[config.mk]
export PLATFORM = sky130hd
export DESIGN_NAME = rfc_controller
export DESIGN_NICKNAME = d
export VERILOG_FILES = /design/src/rtl/rfc_pkg.sv /design/src/rtl/rfc_controller.sv
export SDC_FILE = /design/constraint.sdc
export NUM_CORES = 1
export LEC_CHECK = 0
export ABC_CLOCK_PERIOD_IN_PS = 3500
export BUFFER_PORTS_ARGS = -buffer_cell sky130_fd_sc_hd__buf_2
export CORE_AREA = 5 5 251 253
export DETAILED_ROUTE_END_ITERATION = 12
export DIE_AREA = 0 0 256 258
export PLACE_DENSITY_LB_ADDON = 0.25
export SLEW_MARGIN = 20
export SYNTH_ARGS = -nofsm -noshare
export SYNTH_HDL_FRONTEND = slang
export SYNTH_SLANG_ARGS = --single-unit
[constraint.sdc]
create_clock -name sys_clk_i -period 3.5 [get_ports sys_clk_i]
set_input_delay 0 -clock sys_clk_i [delete_from_list [all_inputs] [get_ports sys_clk_i]]
set_output_delay 0 -clock sys_clk_i [all_outputs]
set_load 0.005 [all_outputs]
[src/rtl/rfc_pkg.sv]
// constants for the rom flash bank controller
//
// Behaviour
// - accept all bus transactions to rom banks; buffer read data before returning
// - with retry enabled, retry master until the read response is returned
// - writes are posted into a buffer, releasing the bus early
// - sdram open during rom writes; closed during reads without retry
// - read cycle drives address, output enable and bank select
// - read_not_write high on reads; write enable low on writes
// - first wait count is cycles from select to data capture
// - recovery count is cycles from data to next address
// - each bank's first wait from its control; same for reads, writes
// - one shared state machine drives the bank select of the decoded bank
// - device ready input decides when read data is valid, only for banks with their ready-use bit set
// - transceiver select asserted for whole memory cycle
// - port bit 1 uses sdram data bus, 0 dedicated byte port
// - mux mode 11 shows all three address parts on byte port when it is also the data port (port bit 0)
// - parity and gpio both disabled frees parity pins for upper address
// - external master disabled frees arbiter pins for upper address
// - sdram side select enables external buffer during rom cycles of port bit 1 banks
// - low address bits shared onto sdram address and bank pins
// - upper address on parity pins only with parity and gpio disabled
// - upper address on arbiter pins when arbiter disabled
// - on shared byte port, address only at cycle start
package rfc_pkg;
    localparam int NBANK = 4;
    localparam int AW = 32;
    localparam int DW = 64;
    localparam int WAITW = 4;
    localparam logic [1:0] MUX_FULL = 2'h3;
    localparam logic [1:0] MUX_HI = 2'h2;
    localparam int ADDR_PHASES = 3;
    localparam int EXTRA_LO_A = 15;
    localparam int EXTRA_LO_B = 23;
    localparam int EXTRA_LO_C = 24;
    localparam int SDA_W = 15;
    typedef enum logic [5:0] {
        RFC_IDLE = 6'h01,
        RFC_ADDR = 6'h02,
        RFC_WAIT = 6'h04,
        RFC_DONE = 6'h08,
        RFC_RECV = 6'h10,
        RFC_RESP = 6'h20
    } rfc_state_e;
endpackage

[src/rtl/rfc_controller.sv]
// rom flash bank controller top
`timescale 1ns/1ps
module rfc_controller #(
    parameter int NBANK = rfc_pkg::NBANK,
    parameter int AW = rfc_pkg::AW,
    parameter int DW = rfc_pkg::DW,
    parameter int WAITW = rfc_pkg::WAITW
) (
    input wire logic sys_clk_i,
    input wire logic reset_i,
    input wire logic req_valid_i,
    input wire logic req_write_i,
    input wire logic [AW-1:0] req_addr_i,
    input wire logic [DW-1:0] req_wdata_i,
    output logic req_ready_o,
    output logic req_retry_o,
    output logic rsp_valid_o,
    output logic [DW-1:0] rsp_rdata_o,
    output logic sdram_access_allow_o,
    input wire logic retry_on_rom_read_enable_i,
    input wire logic [NBANK*AW-1:0] bank_base_i,
    input wire logic [NBANK*AW-1:0] bank_mask_i,
    input wire logic [NBANK*WAITW-1:0] first_wait_count_i,
    input wire logic [NBANK*WAITW-1:0] recovery_count_i,
    input wire logic [NBANK-1:0] bank_port_select_i,
    input wire logic [NBANK-1:0] bank_ready_use_i,
    input wire logic [1:0] addr_mux_mode_i,
    input wire logic bus_parity_enable_i,
    input wire logic parity_gpio_enable_i,
    input wire logic external_master_enable_i,
    input wire logic rom_device_ready_in_i,
    input wire logic [DW-1:0] sdram_data_i,
    input wire logic [7:0] rom_dedicated_data_port_i,
    output logic [DW-1:0] sdram_data_o,
    output logic sdram_data_oe_o,
    output logic [7:0] rom_dedicated_data_port_o,
    output logic rom_dedicated_data_port_oe_o,
    output logic [rfc_pkg::SDA_W-1:0] sdram_address_pins_o,
    output logic [5:0] proc_bus_parity_pins_o,
    output logic proc_bus_parity_pins_oe_o,
    output logic [5:0] arbiter_pins_o,
    output logic arbiter_pins_oe_o,
    output logic [NBANK-1:0] rom_bank_select_n_o,
    output logic rom_output_enable_n_o,
    output logic rom_write_enable_n_o,
    output logic rom_read_not_write_o,
    output logic rom_transceiver_select_n_o,
    output logic sdram_side_buffer_select_o
);
    // ------------------------------------------------
    // request capture and bank decode
    // ------------------------------------------------
    rfc_pkg::rfc_state_e state;
    logic [AW-1:0] addr;
    logic write;
    logic [DW-1:0] wbuf;
    logic [DW-1:0] rbuf;
    logic [NBANK-1:0] hit;
    logic [NBANK-1:0] cur_bank;
    logic [WAITW-1:0] cnt;
    logic [WAITW-1:0] cur_fw;
    logic [WAITW-1:0] cur_rec;
    logic cur_port;
    logic cur_rdy;
    logic [1:0] phase;
    logic read_done;
    logic any_hit;

    genvar gb;
    generate
        for (gb = 0; gb < NBANK; gb++)
        begin : g_dec
            assign hit[gb] = ((req_addr_i ^ bank_base_i[gb*AW +: AW])
                & bank_mask_i[gb*AW +: AW]) == '0;
        end
    endgenerate

    // lowest-numbered bank wins if ranges overlap
    logic [NBANK-1:0] pick;
    assign pick = hit & (~hit + 1'b1);
    assign any_hit = |hit;

    always_comb
    begin
        cur_fw = '0;
        cur_rec = '0;
        cur_port = 1'b0;
        cur_rdy = 1'b0;
        for (int i = 0; i < NBANK; i++)
        begin
            if (cur_bank[i])
            begin
                cur_fw = first_wait_count_i[i*WAITW +: WAITW];
                cur_rec = recovery_count_i[i*WAITW +: WAITW];
                cur_port = bank_port_select_i[i];
                cur_rdy = bank_ready_use_i[i];
            end
        end
    end

    // ------------------------------------------------
    // cycle sequencer
    // ------------------------------------------------
    logic idle;
    logic busy_read;
    logic data_ok;
    logic mux_extra;
    assign idle = state == rfc_pkg::RFC_IDLE;
    assign busy_read = !idle && !write;
    assign data_ok = (cnt == '0) && (!cur_rdy || rom_device_ready_in_i);
    // byte port address phases only when it is also the data port
    assign mux_extra = !cur_port && (addr_mux_mode_i == rfc_pkg::MUX_FULL);

    // writes posted, reads accepted but answered later
    assign req_ready_o = req_valid_i && any_hit && idle;
    assign req_retry_o = req_valid_i && any_hit && !idle && busy_read
        && retry_on_rom_read_enable_i;
    assign sdram_access_allow_o = !(busy_read && !retry_on_rom_read_enable_i);

    always_ff @(posedge sys_clk_i)
    begin
        if (reset_i)
        begin
            state <= rfc_pkg::RFC_IDLE;
            cnt <= '0;
            phase <= '0;
        end
        else
        begin
            case (state)
                rfc_pkg::RFC_IDLE:
                begin
                    if (req_ready_o)
                    begin
                        state <= rfc_pkg::RFC_ADDR;
                        phase <= '0;
                    end
                end
                rfc_pkg::RFC_ADDR:
                begin
                    if (!mux_extra
                        || phase == 2'(rfc_pkg::ADDR_PHASES - 1))
                    begin
                        state <= rfc_pkg::RFC_WAIT;
                        cnt <= cur_fw;
                    end
                    else
                    begin
                        phase <= phase + 2'h1;
                    end
                end
                rfc_pkg::RFC_WAIT:
                begin
                    if (cnt != '0)
                    begin
                        cnt <= cnt - 1'b1;
                    end
                    else if (data_ok)
                    begin
                        state <= rfc_pkg::RFC_DONE;
                    end
                end
                rfc_pkg::RFC_DONE:
                begin
                    state <= rfc_pkg::RFC_RECV;
                    cnt <= cur_rec;
                end
                rfc_pkg::RFC_RECV:
                begin
                    if (cnt != '0)
                    begin
                        cnt <= cnt - 1'b1;
                    end
                    else
                    begin
                        state <= write ? rfc_pkg::RFC_IDLE
                            : rfc_pkg::RFC_RESP;
                    end
                end
                rfc_pkg::RFC_RESP:
                begin
                    state <= rfc_pkg::RFC_IDLE;
                end
                default:
                begin
                    state <= rfc_pkg::RFC_IDLE;
                end
            endcase
        end
    end

    always_ff @(posedge sys_clk_i)
    begin
        if (reset_i)
        begin
            addr <= '0;
            write <= 1'b0;
            wbuf <= '0;
            cur_bank <= '0;
        end
        else if (req_ready_o)
        begin
            addr <= req_addr_i;
            write <= req_write_i;
            wbuf <= req_wdata_i;
            cur_bank <= pick;
        end
    end

    // data gathered at capture, returned only afterwards
    assign read_done = (state == rfc_pkg::RFC_WAIT) && data_ok && !write;
    always_ff @(posedge sys_clk_i)
    begin
        if (reset_i)
        begin
            rbuf <= '0;
        end
        else if (read_done)
        begin
            rbuf <= cur_port ? sdram_data_i
                : {{(DW-8){1'b0}}, rom_dedicated_data_port_i};
        end
    end

    always_ff @(posedge sys_clk_i)
    begin
        if (reset_i)
        begin
            rsp_valid_o <= 1'b0;
            rsp_rdata_o <= '0;
        end
        else
        begin
            rsp_valid_o <= (state == rfc_pkg::RFC_RECV) && (cnt == '0)
                && !write;
            rsp_rdata_o <= rbuf;
        end
    end

    // ------------------------------------------------
    // memory pins
    // ------------------------------------------------
    logic active;
    logic strobe;
    assign active = (state == rfc_pkg::RFC_ADDR)
        || (state == rfc_pkg::RFC_WAIT) || (state == rfc_pkg::RFC_DONE);
    assign strobe = state == rfc_pkg::RFC_WAIT;

    // registered pins; settle one cycle after the state changes
    always_ff @(posedge sys_clk_i)
    begin
        if (reset_i)
        begin
            rom_bank_select_n_o <= '1;
            rom_output_enable_n_o <= 1'b1;
            rom_write_enable_n_o <= 1'b1;
            rom_read_not_write_o <= 1'b0;
            rom_transceiver_select_n_o <= 1'b1;
            sdram_side_buffer_select_o <= 1'b0;
        end
        else
        begin
            rom_bank_select_n_o <= strobe ? ~cur_bank : '1;
            rom_output_enable_n_o <= !(strobe && !write);
            rom_write_enable_n_o <= !(strobe && write);
            rom_read_not_write_o <= active && !write;
            rom_transceiver_select_n_o <= !active;
            sdram_side_buffer_select_o <= active && cur_port;
        end
    end

    always_ff @(posedge sys_clk_i)
    begin
        if (reset_i)
        begin
            sdram_address_pins_o <= '0;
            rom_dedicated_data_port_o <= '0;
            rom_dedicated_data_port_oe_o <= 1'b0;
            sdram_data_o <= '0;
            sdram_data_oe_o <= 1'b0;
            proc_bus_parity_pins_o <= '0;
            proc_bus_parity_pins_oe_o <= 1'b0;
            arbiter_pins_o <= '0;
            arbiter_pins_oe_o <= 1'b0;
        end
        else
        begin
            sdram_address_pins_o <= active
                ? addr[rfc_pkg::SDA_W-1:0] : '0;
            if (state == rfc_pkg::RFC_ADDR && mux_extra)
            begin
                rom_dedicated_data_port_oe_o <= 1'b1;
                rom_dedicated_data_port_o <= (phase == 2'h0) ? addr[31:24]
                    : (phase == 2'h1) ? addr[23:16] : addr[15:8];
            end
            else if (active && !cur_port)
            begin
                rom_dedicated_data_port_oe_o <= write;
                rom_dedicated_data_port_o <= write ? wbuf[7:0]
                    : addr[7:0];
            end
            else if (active && addr_mux_mode_i == rfc_pkg::MUX_HI)
            begin
                // board latches these on rising edge
                rom_dedicated_data_port_oe_o <= 1'b1;
                rom_dedicated_data_port_o <= addr[23:16];
            end
            else
            begin
                rom_dedicated_data_port_oe_o <= 1'b0;
                rom_dedicated_data_port_o <= '0;
            end
            sdram_data_oe_o <= active && cur_port && write;
            sdram_data_o <= wbuf;
            proc_bus_parity_pins_oe_o <= !bus_parity_enable_i
                && !parity_gpio_enable_i;
            arbiter_pins_oe_o <= !external_master_enable_i;
            if (addr_mux_mode_i[1])
            begin
                proc_bus_parity_pins_o <= addr[rfc_pkg::EXTRA_LO_C +: 6];
                arbiter_pins_o <= addr[rfc_pkg::EXTRA_LO_C +: 6];
            end
            else if (cur_port)
            begin
                proc_bus_parity_pins_o <= addr[rfc_pkg::EXTRA_LO_B +: 6];
                arbiter_pins_o <= addr[rfc_pkg::EXTRA_LO_B +: 6];
            end
            else
            begin
                proc_bus_parity_pins_o <= addr[rfc_pkg::EXTRA_LO_A +: 6];
                arbiter_pins_o <= addr[rfc_pkg::EXTRA_LO_A +: 6];
            end
        end
    end
endmodule

* Word-level counts from Yosys, hierarchy flattened
Index checks and enable logic that the tools add are counted.
Word-level totals: input port bits 475, word-level logic and storage cells 152, register bits after elaboration 348, output and inout bits 180
Operators by class: bitwise gates (word level) 13, equality and inequality tests 16, mux-type cells 41, reduce and logical (&&, ||, !) cells 55, add/sub/neg operators 3
Operators by type and width (count):
- 32-bit AND | 4
- 32-bit logical NOT | 4
- 32-bit XOR | 4
- 64-bit two-way mux | 1
- 6-bit two-way mux | 8
- 8-bit two-way mux | 6
- 4-bit two-way mux | 10
- 6-bit one-hot mux with 5 select lines | 1
- 1-bit logical AND | 22
- 1-bit logical NOT | 13
- 2-bit != test (second input constant) | 6
- 4-bit one-hot mux with 3 select lines | 1
- 1-bit two-way mux | 11
- 4-bit inverter | 2
- 2-bit == test (second input constant) | 3
- 6-bit by 1-bit == test with 1-bit output (second input constant) | 1
- 6-bit by 2-bit == test with 1-bit output (second input constant) | 1
- 6-bit by 3-bit == test with 1-bit output (second input constant) | 1
- 6-bit by 4-bit == test with 1-bit output (second input constant) | 1
- 6-bit by 5-bit == test with 1-bit output (second input constant) | 1
- 3-bit AND reduction | 2
- 2-bit OR reduction | 3
- 5-bit AND reduction | 1
- 4-bit by 1-bit adder with 4-bit output (second input constant) | 1
- 15 further kinds | 20

* Depth between registers and ports, before layout
Gate-level depths: netlist (run 1).
depth in word-level cells 10, mapped depth 11, depth with buffers taken out 7

* Least setup slack after synthesis (run 1)
OpenSTA, ideal clock, no wires.
kind register -> register, start register state[2], end register cnt[0], period minus slack after synthesis 2216 ps, path buffers 2, stages on the path, launching flop included 10, setup time 66 ps, slack 1284 ps, data arrival time 2150 ps, required time 3434 ps, cells stage by stage dfxtp_1 > buf_2 > or4b_4 > nor4_4 > o311ai_4 > or2_1 > buf_6 > o31a_4 > o21a_1 > a21oi_2
Between the ends: word-level cells in the longest chain between the ends 4, elaborated cells on any way between the ends 10, classes of those cells 6 x eq/ne; 1 x mux; 3 x reduce/logical
Ends and longest elaborated chain:
- start, declared | RTL line rfc_controller.sv:53 | rfc_pkg::rfc_state_e state;
- start signal, assigned | RTL line rfc_controller.sv:124 | state <= rfc_pkg::RFC_IDLE;
- start signal, assigned | RTL line rfc_controller.sv:135 | state <= rfc_pkg::RFC_ADDR;
- start signal, assigned | RTL line rfc_controller.sv:144 | state <= rfc_pkg::RFC_WAIT;
- 6-bit by 3-bit == test with 1-bit output / 6-bit by 5-bit == test with 1-bit output (equally long branches) | RTL line rfc_controller.sv:130 | case (state)
- 2-bit OR reduction (no source line)
- 2-bit by 1-bit != test with 1-bit output (no source line) / 3-bit nonzero test (equally long branches)
- 3-bit AND reduction (no source line)
- end signal, assigned | RTL line rfc_controller.sv:145 | cnt <= cur_fw;
- end signal, assigned | RTL line rfc_controller.sv:156 | cnt <= cnt - 1'b1;
- end signal, assigned | RTL line rfc_controller.sv:166 | cnt <= cur_rec;
- end, declared | RTL line rfc_controller.sv:60 | logic [WAITW-1:0] cnt;
Parallel ways exist; a longest one is shown, timed or not. A chain may end at the register's enable or synchronous reset.

* Final worst setup path (run 1)
start register cur_bank[1], end register rbuf[6]
Between the ends: word-level cells in the longest chain between the ends 8, elaborated cells on any way between the ends 12, classes of those cells 7 x mux; 5 x reduce/logical
Ends and longest elaborated chain:
- start, declared | RTL line rfc_controller.sv:59 | logic [NBANK-1:0] cur_bank;
- start signal, assigned | RTL line rfc_controller.sv:206 | cur_bank <= pick;
- 1-bit two-way mux (3 in series) | RTL line rfc_controller.sv:91 | if (cur_bank[i])
- 1-bit logical NOT | RTL line rfc_controller.sv:110 | assign data_ok = (cnt == '0) && (!cur_rdy || rom_device_ready_in_i);
- 1-bit logical OR | RTL line rfc_controller.sv:110
- 1-bit logical AND | RTL line rfc_controller.sv:110
- 1-bit logical AND (2 in series) | RTL line rfc_controller.sv:211 | assign read_done = (state == rfc_pkg::RFC_WAIT) && data_ok && !write;
- end signal, assigned | RTL line rfc_controller.sv:220 | rbuf <= cur_port ? sdram_data_i
- end, declared | RTL line rfc_controller.sv:57 | logic [DW-1:0] rbuf;
Parallel ways exist; a longest one is shown, timed or not.

==> impl_summary.md, run 1 <==
Floorplanning
The die area is 66000 um2. In this run the core area contains 91 standard-cell rows. Measured along the y axis, the die boundary spans 258 um. The I/O pin total is 655. The core region is 60800 um2. The effective utilization at floorplan is 22.9%.

From left edge to right edge, the die measures 256 um.

Global route
The global routing usage summed across all routing layers is between 15 and 20%. Entering global routing, the biggest net connects 129 pins. The first global-routing pass estimated 83.6 mm of wire. For this run the aggregate overflow at the end of global routing stands at 0. The via count of the first global-routing pass was approximately 14000. The initial antenna violation count is 2.

Timing
The worst pin sits at a relative slew slack of 43.0%. The final clock period utilization by the worst path is 90.5%. Setup repair after global routing left no endpoint under its margin. The clock arrives with roughly 13 ps of skew. The final hold violation count is 0. The number of setup violations in the final report is 0. The actual slew at the worst max-slew pin is 854 ps. Once routing completed, OpenROAD measured the worst setup slack at 332 ps. The final-report max-slew violation count is 0. Derived from the worst setup path, the maximum achievable clock frequency is ~320 MHz. The total negative setup slack is 0 ps. Counting I/O delays and the setup requirement, the final critical path takes approximately 3200 ps.

Placed design
Prior to clock tree synthesis, the placed netlist has a worst setup slack of 387 ps. The placer congestion estimate is ~0.91. The number of port buffers is 654. The wire-length estimate of the detail-placed layout is 44.1 mm. The cell area reported after detailed placement is 17900 um2.

Worst setup path
The endpoint required time on the critical path is 3900 ps. The peak fanout along the critical path is 13. The setup path with the least slack is of type reg -> reg.

The startpoint of the most critical setup path is cur_bank[1]. Traced cell by cell, the critical path runs through nor2b_1 > a221oi_2 > nor3_1 > a21oi_4 > buf_4 > mux2i_1 > dlygate4sd3_1 > a211oi_1. Among all stages on the critical path, the largest delay is contributed by sky130_fd_sc_hd__dlygate4sd3_1. The largest single stage delay on the critical path is slightly above 600 ps.

The number of buffers and inverters on the critical path is 2. STA puts the critical path data arrival time at roughly 3600 ps. The category of cells accounting for the largest share of critical-path delay is buffers and inverters.

The worst setup path is captured at a flip-flop. The worst register-to-register path begins at cur_bank[1]. The startpoint kind of the worst setup timing path is a flip-flop.

Job
Max-cap violations in this run came to 0.

Synthesis
The sequential cell area fraction in the yosys report is 50.1%. The fraction of synthesized cell area taken by the top area cell type is 50.1%. The post-synthesis sequential element count is 348. The post-synth net total is roughly 1900. Of all flip-flops after synthesis, the portion carrying an async set or reset was 0%. Summed over all instances, the cell type with the most area after synthesis is sky130_fd_sc_hd__dfxtp_1.

The cell area after technology mapping is 13900 um2. By area the synthesized netlist is led by sky130_fd_sc_hd__dfxtp_1, sky130_fd_sc_hd__mux2i_1, sky130_fd_sc_hd__xor2_1. The most instantiated flip-flop cell in the synthesis netlist is sky130_fd_sc_hd__dfxtp_1. The number of enable-type register cells in the synthesized netlist is 0. A synthesized cell averages roughly 9.7 um2.

The synthesis warning total is 0. The synthesized netlist contains 52 unique library cells. In the synthesized netlist, the number of instances is 1440.

Routing
The routed via count divided by cell count is approximately 4.3. Once detail routing completed, the nets flagged for antenna violations numbered 0. The count of vias placed by the detailed router is 13200. Wire segments on met2 add up to 29.8 mm in the final route. The top routing layer in use is met4.

For this run, design rule violations remaining after detail routing come to 0. The detailed-route wire length is between 50 and 60 mm. For this block, the initial DRC count from the detailed router was 655. The detailed-routed wire length on met3 is 2.88 mm.

The number of detailed-route iterations in the first pass is 5. For this block, wires on met1 add up to about 22 mm. After detailed routing, the average wire length per cell comes to approximately 18 um.

Clocking
The CTS H-tree depth is 2. The clock drives 348 sinks. The later-pin clock latency in the skew report is approximately 540 ps.

In this run, CTS created clock tree buffers numbering roughly 40. Counting along the longest clock path gives a buffer depth of 3. After clock tree synthesis, the clock-pin slew on the worst setup and hold paths is around 60 ps. TritonCTS built the clock tree. The root buffer cell is sky130_fd_sc_hd__clkbuf_16.

Final layout
The share of the core filled with cells is between 30% and 40%. The layout-stage area growth over the synthesis result is 55.0%. In the layout the commonest cells are sky130_fd_sc_hd__buf_2, sky130_fd_sc_hd__dfxtp_1, sky130_fd_sc_hd__dlygate4sd3_1, sky130_fd_sc_hd__nor2_1, sky130_fd_sc_hd__nand2_1. The count of nets after finishing is 2739. The library cell used most frequently in the layout, excluding fill and tap cells, is sky130_fd_sc_hd__buf_2. With fillers left out, the area of the finished cells amounts to 21600 um2. The ratio of cells with drive above 1 in the final layout is 34.0%.

Power
The worst-case vdd ir drop is 0.000237 V. The leakage power of the design is 10.7 nW. Power spread over the standard cell area amounts to 435 nW/um2. The overall power is between 9 and 10 mW.

Outcome
The run finished with clean final reports.

Hold path
In this run the most critical hold path is launched from bank_mask_i[20]. The path class of the tightest hold or removal check is in -> reg.
-- per-layer routing --
layer / global-route usage (%) / vias to the layer above
met5: 0 / -
met4: 6.52 / 0
met3: 3.46 / 105
met2: 30.3 / 499
met1: 18.0 / 6086
li1: - / 6480
-- synthesized netlist by cell type, drive strengths merged, types with 15 or more instances --
cell	number
dfxtp	348
nor2	148
nand2	142
nor2b	130
xor2	130
mux2i	120
a22oi	72
buf	63
o21ai	63
clkbuf	53
a211oi	24
nand4	16
and2	15
-- report_power, final --
group | total, mW | internal [mW] | switching [mW]
registers | 3.96 | 3.96 | 0.000824
logic | 0.801 | 0.436 | 0.366
clock network | 4.62 | 2.87 | 1.75
total | 9.38 | 7.27 | 2.11
-- worst register-to-register path: stages (launching register included) --
cell and delay [ps]:
sky130_fd_sc_hd__dfxtp_1 600, sky130_fd_sc_hd__nor2b_1 130, sky130_fd_sc_hd__a221oi_2 410, sky130_fd_sc_hd__nor3_1 170
sky130_fd_sc_hd__a21oi_4 370, sky130_fd_sc_hd__buf_4 340, sky130_fd_sc_hd__mux2i_1 310, sky130_fd_sc_hd__dlygate4sd3_1 620
sky130_fd_sc_hd__a211oi_1 80
-- state kept, by name, indices dropped and copies added, names as in the netlist, 2 cells and up --
name / flops
rsp_rdata_o: 64
rbuf: 64
rom_bank_select_n_o: 4
phase: 2
addr: 32
sdram_address_pins_o: 15
rom_dedicated_data_port_o: 8
cur_bank: 4
cnt: 4
wbuf: 64
arbiter_pins_o: 6
sdram_data_o: 64
state: 6
-- path summary, 6_finish.rpt --
check                           end  slack [ps]  cells after the start
max                         rbuf[6]         330                      8
min                     cur_bank[0]          50                      6
max reg2reg                 rbuf[6]         330                      8
min reg2reg  rom_bank_select_n_o[0]         410                      1
-- area by class of cell --
cell class | instances | area, um2
clock buffers | 56 | 1200
well taps | 790 | 988
clock inverters | 19 | 294
multi-input cells | 963 | 6390
repair buffers | 893 | 5680
diodes | 2 | 5.00
fillers | 6188 | 39200
flip-flops and latches | 348 | 6970
inverters | 13 | 48.8
-- cell families after synthesis --
logic type / after synthesis / synth area share, %
AOI/OAI and AO/OA: 203 / 10.0
DFF: 348 / 50.1
muxes: 134 / 9.77
adders and majority gates: 4 / 0.360
and+or+nand+nor: 490 / 17.2
xor gates and xnor gates: 132 / 8.31
buffers and inverters: 129 / 4.29
-- through the flow --
stage | instances | hold WS (ps)
floorplan | 1440 | 72.4
global placement | 2792 | 164
detailed placement | 2792 | 173
CTS | 3082 | 10.9
global route | 3084 | 59.2
finish | 3084 | 47.0
-- repair_timing --
action	CTS	global route
hold endpoints to repair	201	0
hold buffers	215	0
gates resized for setup	0	1
endpoints found under the setup margin	0	11
setup buffers	0	0
Power figures use the tool's default switching activity.
==> inputs of run 2 (changes only) <==
--- a/config.mk
+++ b/config.mk
@@ -7,9 +7,11 @@
 export LEC_CHECK = 0
 export ABC_CLOCK_PERIOD_IN_PS = 3500
 export BUFFER_PORTS_ARGS = -buffer_cell sky130_fd_sc_hd__buf_2
-export CORE_AREA = 5 5 251 253
+export CELL_PAD_IN_SITES_DETAIL_PLACEMENT = 0
+export CELL_PAD_IN_SITES_GLOBAL_PLACEMENT = 1
+export CORE_AREA = 5 5 248 250
 export DETAILED_ROUTE_END_ITERATION = 12
-export DIE_AREA = 0 0 256 258
+export DIE_AREA = 0 0 253 255
 export PLACE_DENSITY_LB_ADDON = 0.25
 export SLEW_MARGIN = 20
 export SYNTH_ARGS = -nofsm -noshare
==> run 2 against run 1 <==
Net effect:
- combinational power about the same
- critical path depth unchanged
- non-clock buffer count decreased by 26
- largest power group unchanged
- highest routed layer unchanged
==> impl_summary.md, run 2 (synthesis gave the netlist of run 1 again) <==
Outcome
The run finished with clean final reports.

Worst setup path
The critical-path cell with the highest stage delay is sky130_fd_sc_hd__o311ai_4. STA classifies the critical path startpoint as a flip-flop. The peak fanout along the critical path is 19 (+6).

The endpoint arrival time on the critical path came to 3610 ps (+40 ps). The signal on the critical path passes through inv_1 > nor2_1 > o311ai_4 > or2_1 > o31a_4 > nor2_1 > a311oi_1 > dlygate4sd3_1. The worst stage delay on the critical path was 740 ps (+120 ps).

The kind of capture point of the worst setup path is a flip-flop. The endpoint required time on the critical path is 3990 ps (+90 ps). Counting stages on the worst path, the most repeated cell is sky130_fd_sc_hd__nor2_1. The critical path is of the reg -> reg type.

Global route
The first-pass GRT wire length is 84.7 mm (+1.3%). The via count of the first global-routing pass is 13900 (+1.0%). The initial antenna violation count is 5 (+3).

The largest net degree at the start of global routing came to 129 (unchanged). The global-route congestion overflow total came to 0 (unchanged). The global routing usage summed across all routing layers is 17.1% (+0.84 points).

Final layout
The most common library cell in the layout ignoring fill and taps is sky130_fd_sc_hd__buf_2. Relative to the synthesized area, the layout overhead comes to 51.8%. The share of the core filled with cells is 35.9% (+0.44 points). The total of fill cells in the finished design came to 6116 (-1.2%). The storage element area is 6970 um2 (unchanged).

The count of nets after finishing came to 2713 (-0.95%). The footprint of the multi-input gates is 6380 um2 (-0.14%). In the layout the commonest cells are sky130_fd_sc_hd__buf_2, sky130_fd_sc_hd__dfxtp_1, sky130_fd_sc_hd__dlygate4sd3_1, sky130_fd_sc_hd__nor2_1, sky130_fd_sc_hd__nand2_1. The ratio of cells with drive above 1 in the final layout is 33.9% (-0.080 points).

Floorplanning
The die area is 64500 um2 (-2.3%). The width of the chip is 253 um (-1.2%). The vertical die dimension is 255 um (-1.2%). The core footprint is 58800 um2 (-3.3%). The number of cell rows is 89 (-2.2%). The effective utilization at floorplan is 23.7% (+0.78 points). The I/O pin total is 655 (unchanged).

Power
The overall power is 9.03 mW (-3.8%). The power per cell area is 428 nW/um2 (-1.7%). The leakage power of the design is 10.5 nW (-2.3%).

The worst-case vdd ir drop is 0.000342 V (+45%).

Timing
The final critical delay including setup and external delays is 3120 ps (-43.5 ps). The final hold violation count was 0 (unchanged). The highest clock rate was 320 MHz (+1.4%).

The actual slew at the worst max-slew pin is 1010 ps (+155 ps). The number of setup violations in the final report is 0 (unchanged). The worst relative slew slack was 32.7% (-10 points). The final worst slack is 375 ps (+43.5 ps). The minimum hold slack is 66.6 ps (+19.7 ps). The final-report max-slew violation count is 0 (unchanged). The total negative setup slack is 0 ps (unchanged). Setup repair after global routing left no endpoint under its margin. The final clock period utilization by the worst path came to 89.3% (-1.2 points).

The worst clock skew on the final layout is 17.5 ps (+4.25 ps).

Placed design
The number of port buffers is 654 (unchanged). The detailed placer's ending HPWL was 45.3 mm (+2.9%). The placer congestion estimate is 0.873 (-4.3%). The worst setup slack before clock tree synthesis is 644 ps (+257 ps).

Routing
The routed via count divided by cell count is 4.29 (+0.49%). The residual antenna-violating net count after detailed routing is 0 (unchanged). The count of vias placed by the detailed router is 13000 (-0.94%).

The number of DRC markers after the initial detailed-route iteration was 398 (-39%). The number of detailed-route iterations in the first pass is 5 (unchanged). The residual DRC count was 0 (unchanged). The detailed-route wire length is 58.5 mm (+3.2%). The average routed wire per standard cell is 19.2 um (+4.7%).

Clocking
The TritonCTS clock tree is built. The number of buffers on the longest clock path is 3 (unchanged). The root buffer cell is sky130_fd_sc_hd__clkbuf_16. The number of clock sinks seen by CTS is 348 (unchanged). The CTS H-tree depth is 2 (unchanged).

The number of gates resized after CTS was 0 (unchanged). The clock-pin transition on the worst setup and hold timing paths is 60 ps (about the same). The later-pin clock latency in the skew report is 540 ps (about the same). The number of buffers created by CTS was 41 (unchanged).

Job
The number of violations of the max-capacitance limit is 0 (unchanged).

Hold path
The path class of the tightest hold or removal check is in -> reg.
run 2: changes by cell type in the layout (fill, tap and decap cells not counted), moves of 2 or more:
cell / change
sky130_fd_sc_hd__buf_4: -2
sky130_fd_sc_hd__dlygate4sd3_1: -21
sky130_fd_sc_hd__bufinv_16: -4
sky130_fd_sc_hd__clkinv_4: -4
sky130_fd_sc_hd__buf_12: -3
sky130_fd_sc_hd__clkinv_8: -2
sky130_fd_sc_hd__inv_6: +3
sky130_fd_sc_hd__clkbuf_1: +3
sky130_fd_sc_hd__clkinvlp_4: -2
sky130_fd_sc_hd__clkbuf_8: +2
sky130_fd_sc_hd__clkinv_2: +3
run 2: final cells by class:
type                    instances  area share [%]
inverters                      13           0.231
clock inverters                14           0.681
flip-flops and latches        348            33.0
well taps                     773            4.58
clock buffers                  60            5.76
multi-input cells             963            30.2
repair buffers                867            25.5
diodes                          2          0.0237
run 2: worst paths after layout:
path / start / endpoint / slack, ps / cells after the start
max: cur_bank[2] / cnt[2] / 380 / 8
min: bank_port_select_i[3] / rom_dedicated_data_port_oe_o / 70 / 4
max reg2reg: cur_bank[2] / cnt[2] / 380 / 8
min reg2reg: cur_bank[0] / rom_bank_select_n_o[0] / 430 / 1
run 2: per-stage QoR:
step	instance area, um2	instances
6_report	21100	3040
5_1_grt	21100	3040
3_3_place_gp	17800	2770
3_5_place_dp	17800	2770
4_1_cts	21100	3038
2_1_floorplan	13900	1440
run 2: critical path: cells and delay by family (launching register included):
kind                   cells  cell delay [ps]
AOI/OAI and AO/OA          3             1210
buffers and inverters      2              870
and+or+nand+nor            3              550
DFF                        1              440
run 2: where the power goes:
part / internal [mW] / switching, mW / leakage, nW / total, mW
Sequential: 3.96 / 0.000889 / 2.80 / 3.96
Clock: 2.57 / 1.70 / 0.675 / 4.27
Combinational: 0.439 / 0.361 / 7.00 / 0.799
run 2: routing by layer:
metal / vias to the layer above / GRT usage (%) / share of wire, %
met4: 0 / 7.02 / 4.2
li1: 6451 / - / -
met2: 479 / 32.0 / 52
met3: 108 / 3.68 / 5.7
met5: - / 0 / 0
met1: 6008 / 18.7 / 38
run 2: what timing repair did:
item	4_1_cts	5_1_grt
hold endpoints to repair	186	0
setup buffers	0	0
endpoints found under the setup margin	0	0
hold buffers	194	0
==> inputs of run 3 (changes only) <==
--- a/config.mk
+++ b/config.mk
@@ -5,13 +5,14 @@
 export SDC_FILE = /design/constraint.sdc
 export NUM_CORES = 1
 export LEC_CHECK = 0
+export ABC_AREA = 1
 export ABC_CLOCK_PERIOD_IN_PS = 3500
 export BUFFER_PORTS_ARGS = -buffer_cell sky130_fd_sc_hd__buf_2
 export CELL_PAD_IN_SITES_DETAIL_PLACEMENT = 0
 export CELL_PAD_IN_SITES_GLOBAL_PLACEMENT = 1
-export CORE_AREA = 5 5 248 250
+export CORE_AREA = 5 5 250 252
 export DETAILED_ROUTE_END_ITERATION = 12
-export DIE_AREA = 0 0 253 255
+export DIE_AREA = 0 0 255 257
 export PLACE_DENSITY_LB_ADDON = 0.25
 export SLEW_MARGIN = 20
 export SYNTH_ARGS = -nofsm -noshare
==> run 3 against run 2 <==
Net effect:
- routed wire length is 6.8% higher
- non-clock buffer count shrank 3
- sequential cell count unchanged
- critical endpoint is now cnt[1]
- largest cell class unchanged
- final area rose by 5.3%
==> impl_summary.md, run 3 <==
Synthesis
By count the netlist is led by sky130_fd_sc_hd__nand2_1, sky130_fd_sc_hd__nor2_1, sky130_fd_sc_hd__inv_1. Among all cell types in the netlist, the one instantiated most often is sky130_fd_sc_hd__nand2_1. The post-synthesis sequential element count came to 348 (unchanged). The number of distinct library cell variants in the gate-level netlist after synthesis was 36 (-31%).

The post-synth net total is 2760 (+44%). The post-synthesis async set-or-reset flop share is 0% (unchanged). Of all cell types, the one taking the most synthesized area is sky130_fd_sc_hd__dfxtp_1. The synthesis warning total is 0 (unchanged). The sequential cell area fraction in the yosys report is 46.4% (-3.7 points).

The cell area after technology mapping was 15000 um2 (+7.9%). Ranked by total cell area, the synthesized netlist is headed by sky130_fd_sc_hd__dfxtp_1, sky130_fd_sc_hd__nand2_1, sky130_fd_sc_hd__nor2_1. The average instance area after synthesis is 6.58 um2 (-32%). The most instantiated flip-flop cell in the synthesis netlist is sky130_fd_sc_hd__dfxtp_1. The synthesized netlist cell count is 2281 (+58%). The number of enable-type register cells in the synthesized netlist is 0 (unchanged).

The fraction of synthesized cell area taken by the top area cell type is 46.4% (-3.7 points).

Floorplanning
The width of the chip is 255 um (+0.79%). The effective utilization at floorplan is 25.1% (+1.4 points). The I/O pin total was 655 (unchanged). The die area is 65500 um2 (+1.6%). The vertical die dimension is 257 um (+0.78%). The core footprint is 59900 um2 (+1.9%).

The number of cell rows was 90 (+1.1%).

Worst setup path
The peak fanout along the critical path came to 16 (-3). STA classifies the critical path startpoint as a flip-flop. The endpoint required time on the critical path is 3930 ps (-60 ps). The endpoint arrival time on the critical path is 3640 ps (+30 ps). The critical path is of the reg -> reg type. The kind of capture point of the worst setup path is a flip-flop.

Timing
The worst relative slew slack was 52.2% (+19 points). The final-report max-slew violation count is 0 (unchanged). The worst clock skew on the final layout is 23.7 ps (+6.17 ps). Setup repair after global routing left no endpoint under its margin. The total negative setup slack is 0 ps (unchanged).

The minimum hold slack came to 39.0 ps (-27.7 ps). The final critical delay including setup and external delays came to 3210 ps (+87.7 ps). The final hold violation count is 0 (unchanged).

The number of setup violations in the final report came to 0 (unchanged). The actual slew at the worst max-slew pin is 717 ps (-292 ps). The highest clock rate came to 311 MHz (-2.7%). The final worst slack is 288 ps (-87.7 ps). The final clock period utilization by the worst path is 91.8% (+2.5 points).

Final layout
The footprint of the multi-input gates was 6150 um2 (-3.6%). In the layout the commonest cells are sky130_fd_sc_hd__buf_2, sky130_fd_sc_hd__nand2_1, sky130_fd_sc_hd__nor2_1, sky130_fd_sc_hd__inv_1, sky130_fd_sc_hd__dfxtp_1. The most common library cell in the layout ignoring fill and taps is sky130_fd_sc_hd__buf_2. The total of fill cells in the finished design is 6524 (+6.7%).

The ratio of cells with drive above 1 in the final layout came to 24.2% (-9.7 points). The count of nets after finishing is 3574 (+32%). The storage element area is 6970 um2 (unchanged). From synthesis to final layout, the design area changed by 48.2%.

The share of the core filled with cells came to 37.1% (+1.2 points).

Global route
The initial antenna violation count is 6 (+1). The via count of the first global-routing pass was 16300 (+17%). The first-pass GRT wire length is 93.4 mm (+10%).

The global routing usage summed across all routing layers is 18.2% (+1.1 points). The largest net degree at the start of global routing was 117 (-9.3%). The global-route congestion overflow total is 0 (unchanged).

Power
The overall power is 8.97 mW (-0.66%). The internal power of the cells is 6.83 mW (-2.1%). The part of the power in the clock network is 46.3% (-0.9 points). The power per cell area is 403 nW/um2 (-5.7%). The leakage power of the design is 12.0 nW (+14%). The total net switching power is 2.14 mW (+4.1%). The combinational fraction of design power was 9.5% (+0.6 points). The worst-case vdd ir drop is 0.000287 V (-16%). The part of the power in registers is 44.2% (+0.3 points). The switching power share of the total came to 23.9% (+1.1 points).

Placed design
The detailed placer's ending HPWL is 49.2 mm (+8.4%). The number of port buffers is 654 (unchanged). The worst setup slack before clock tree synthesis came to 860 ps (+216 ps).

The placer congestion estimate is 0.887 (+1.5%).

Routing
The routed metal-1 wirelength is 25.3 mm (+14%). The detailed-route wire length is 62.5 mm (+6.8%). The highest metal layer carrying signal wires in the routed design is met5. The detailed route wirelength on metal2 is 31.2 mm (+2.0%). The average routed wire per standard cell is 16.0 um (-17%).

The number of DRC markers after the initial detailed-route iteration was 763 (+92%). The routed via count divided by cell count is 4.18 (-2.6%). The detailed-routed wire length on met3 came to 4.14 mm (+24%).

The number of detailed-route iterations in the first pass is 5 (unchanged). The residual DRC count is 0 (unchanged). The residual antenna-violating net count after detailed routing is 0 (unchanged). The count of vias placed by the detailed router came to 16300 (+25%).

Outcome
The run finished with clean final reports.

Clocking
The number of clock sinks seen by CTS is 348 (unchanged). The post-CTS setup buffer count is 0 (unchanged). TritonCTS built the clock tree. The number of buffers on the longest clock path was 3 (unchanged). The clock-pin transition on the worst setup and hold timing paths was 60 ps (about the same). The root buffer cell chosen for the clock tree is sky130_fd_sc_hd__clkbuf_16. The number of gates resized after CTS is 0 (unchanged). The number of hold-repair buffers added at the cts stage came to 188 (-3.1%). The later-pin clock latency in the skew report is 560 ps (+20 ps). The number of buffers created by CTS was 40 (-2.4%). The CTS H-tree depth is 2 (unchanged).

Job
The number of violations of the max-capacitance limit was 0 (unchanged).

Hold path
The tightest min-delay check is of the in -> reg type.
## run 3: logic make-up (layout without fill, tap and decap cells)
family,after synthesis,in the layout,synth area share (%)
AO/OA/AOI/OAI,188,188,6.94
other,0,5,0
XOR/XNOR,1,1,0.0584
flip-flops,348,348,46.4
AND/OR/NAND/NOR,1259,1259,33.6
adder cells (fa/ha/maj),4,4,0.333
buffers and inverters,481,1323,12.6
## run 3: worst paths after layout
kind / startpoint / endpoint / slack, ps / cells after the start
hold / removal: recovery_count_i[12] / cnt[0] / 40 / 5
hold reg to reg: cur_bank[0] / rom_bank_select_n_o[0] / 390 / 1
setup reg to reg: cur_bank[2] / cnt[1] / 290 / 11
setup / recovery: cur_bank[2] / cnt[1] / 290 / 11
## run 3: final cells by class
cell class	count	area share, %
inverters	389	6.57
well taps	782	4.40
multi-input cells	1452	27.6
clock buffers	50	5.03
flip-flops and latches	348	31.3
clock inverters	20	0.883
diodes	5	0.0562
repair buffers	864	24.1
## run 3: power groups by stage
stage	logic, mW	clock network (mW)	registers, mW
after floorplan	0.271	0	4.05
after global placement	0.691	0	4.06
after detailed placement	0.697	0	4.06
after CTS	0.867	4.31	3.97
after global routing	0.953	4.48	3.97
final	0.852	4.15	3.97
## run 3: critical path, stage by stage (launching register included)
cell                            delay [ps]
sky130_fd_sc_hd__dfxtp_1               600
sky130_fd_sc_hd__inv_1                 230
sky130_fd_sc_hd__o211ai_1              250
sky130_fd_sc_hd__nand2_2               100
sky130_fd_sc_hd__inv_1                  80
sky130_fd_sc_hd__nand2_1               180
sky130_fd_sc_hd__inv_1                 390
sky130_fd_sc_hd__nand2_2               200
sky130_fd_sc_hd__nand2_1               250
sky130_fd_sc_hd__a21oi_1               110
sky130_fd_sc_hd__o31a_1                140
sky130_fd_sc_hd__dlygate4sd3_1         560
## run 3: metal layers
layer | GRT usage, % | up-vias
met1 | 21.2 | 7289
li1 | - | 8452
met2 | 32.4 | 506
met4 | 5.73 | 2
met5 | 0 | -
met3 | 4.69 | 88
## run 3: per-stage QoR
step | cell area, um2 | std cells
finish | 22200 | 3910
global route | 22200 | 3910
global placement | 19000 | 3647
detailed placement | 19000 | 3647
CTS | 22200 | 3905
floorplan | 15000 | 2281
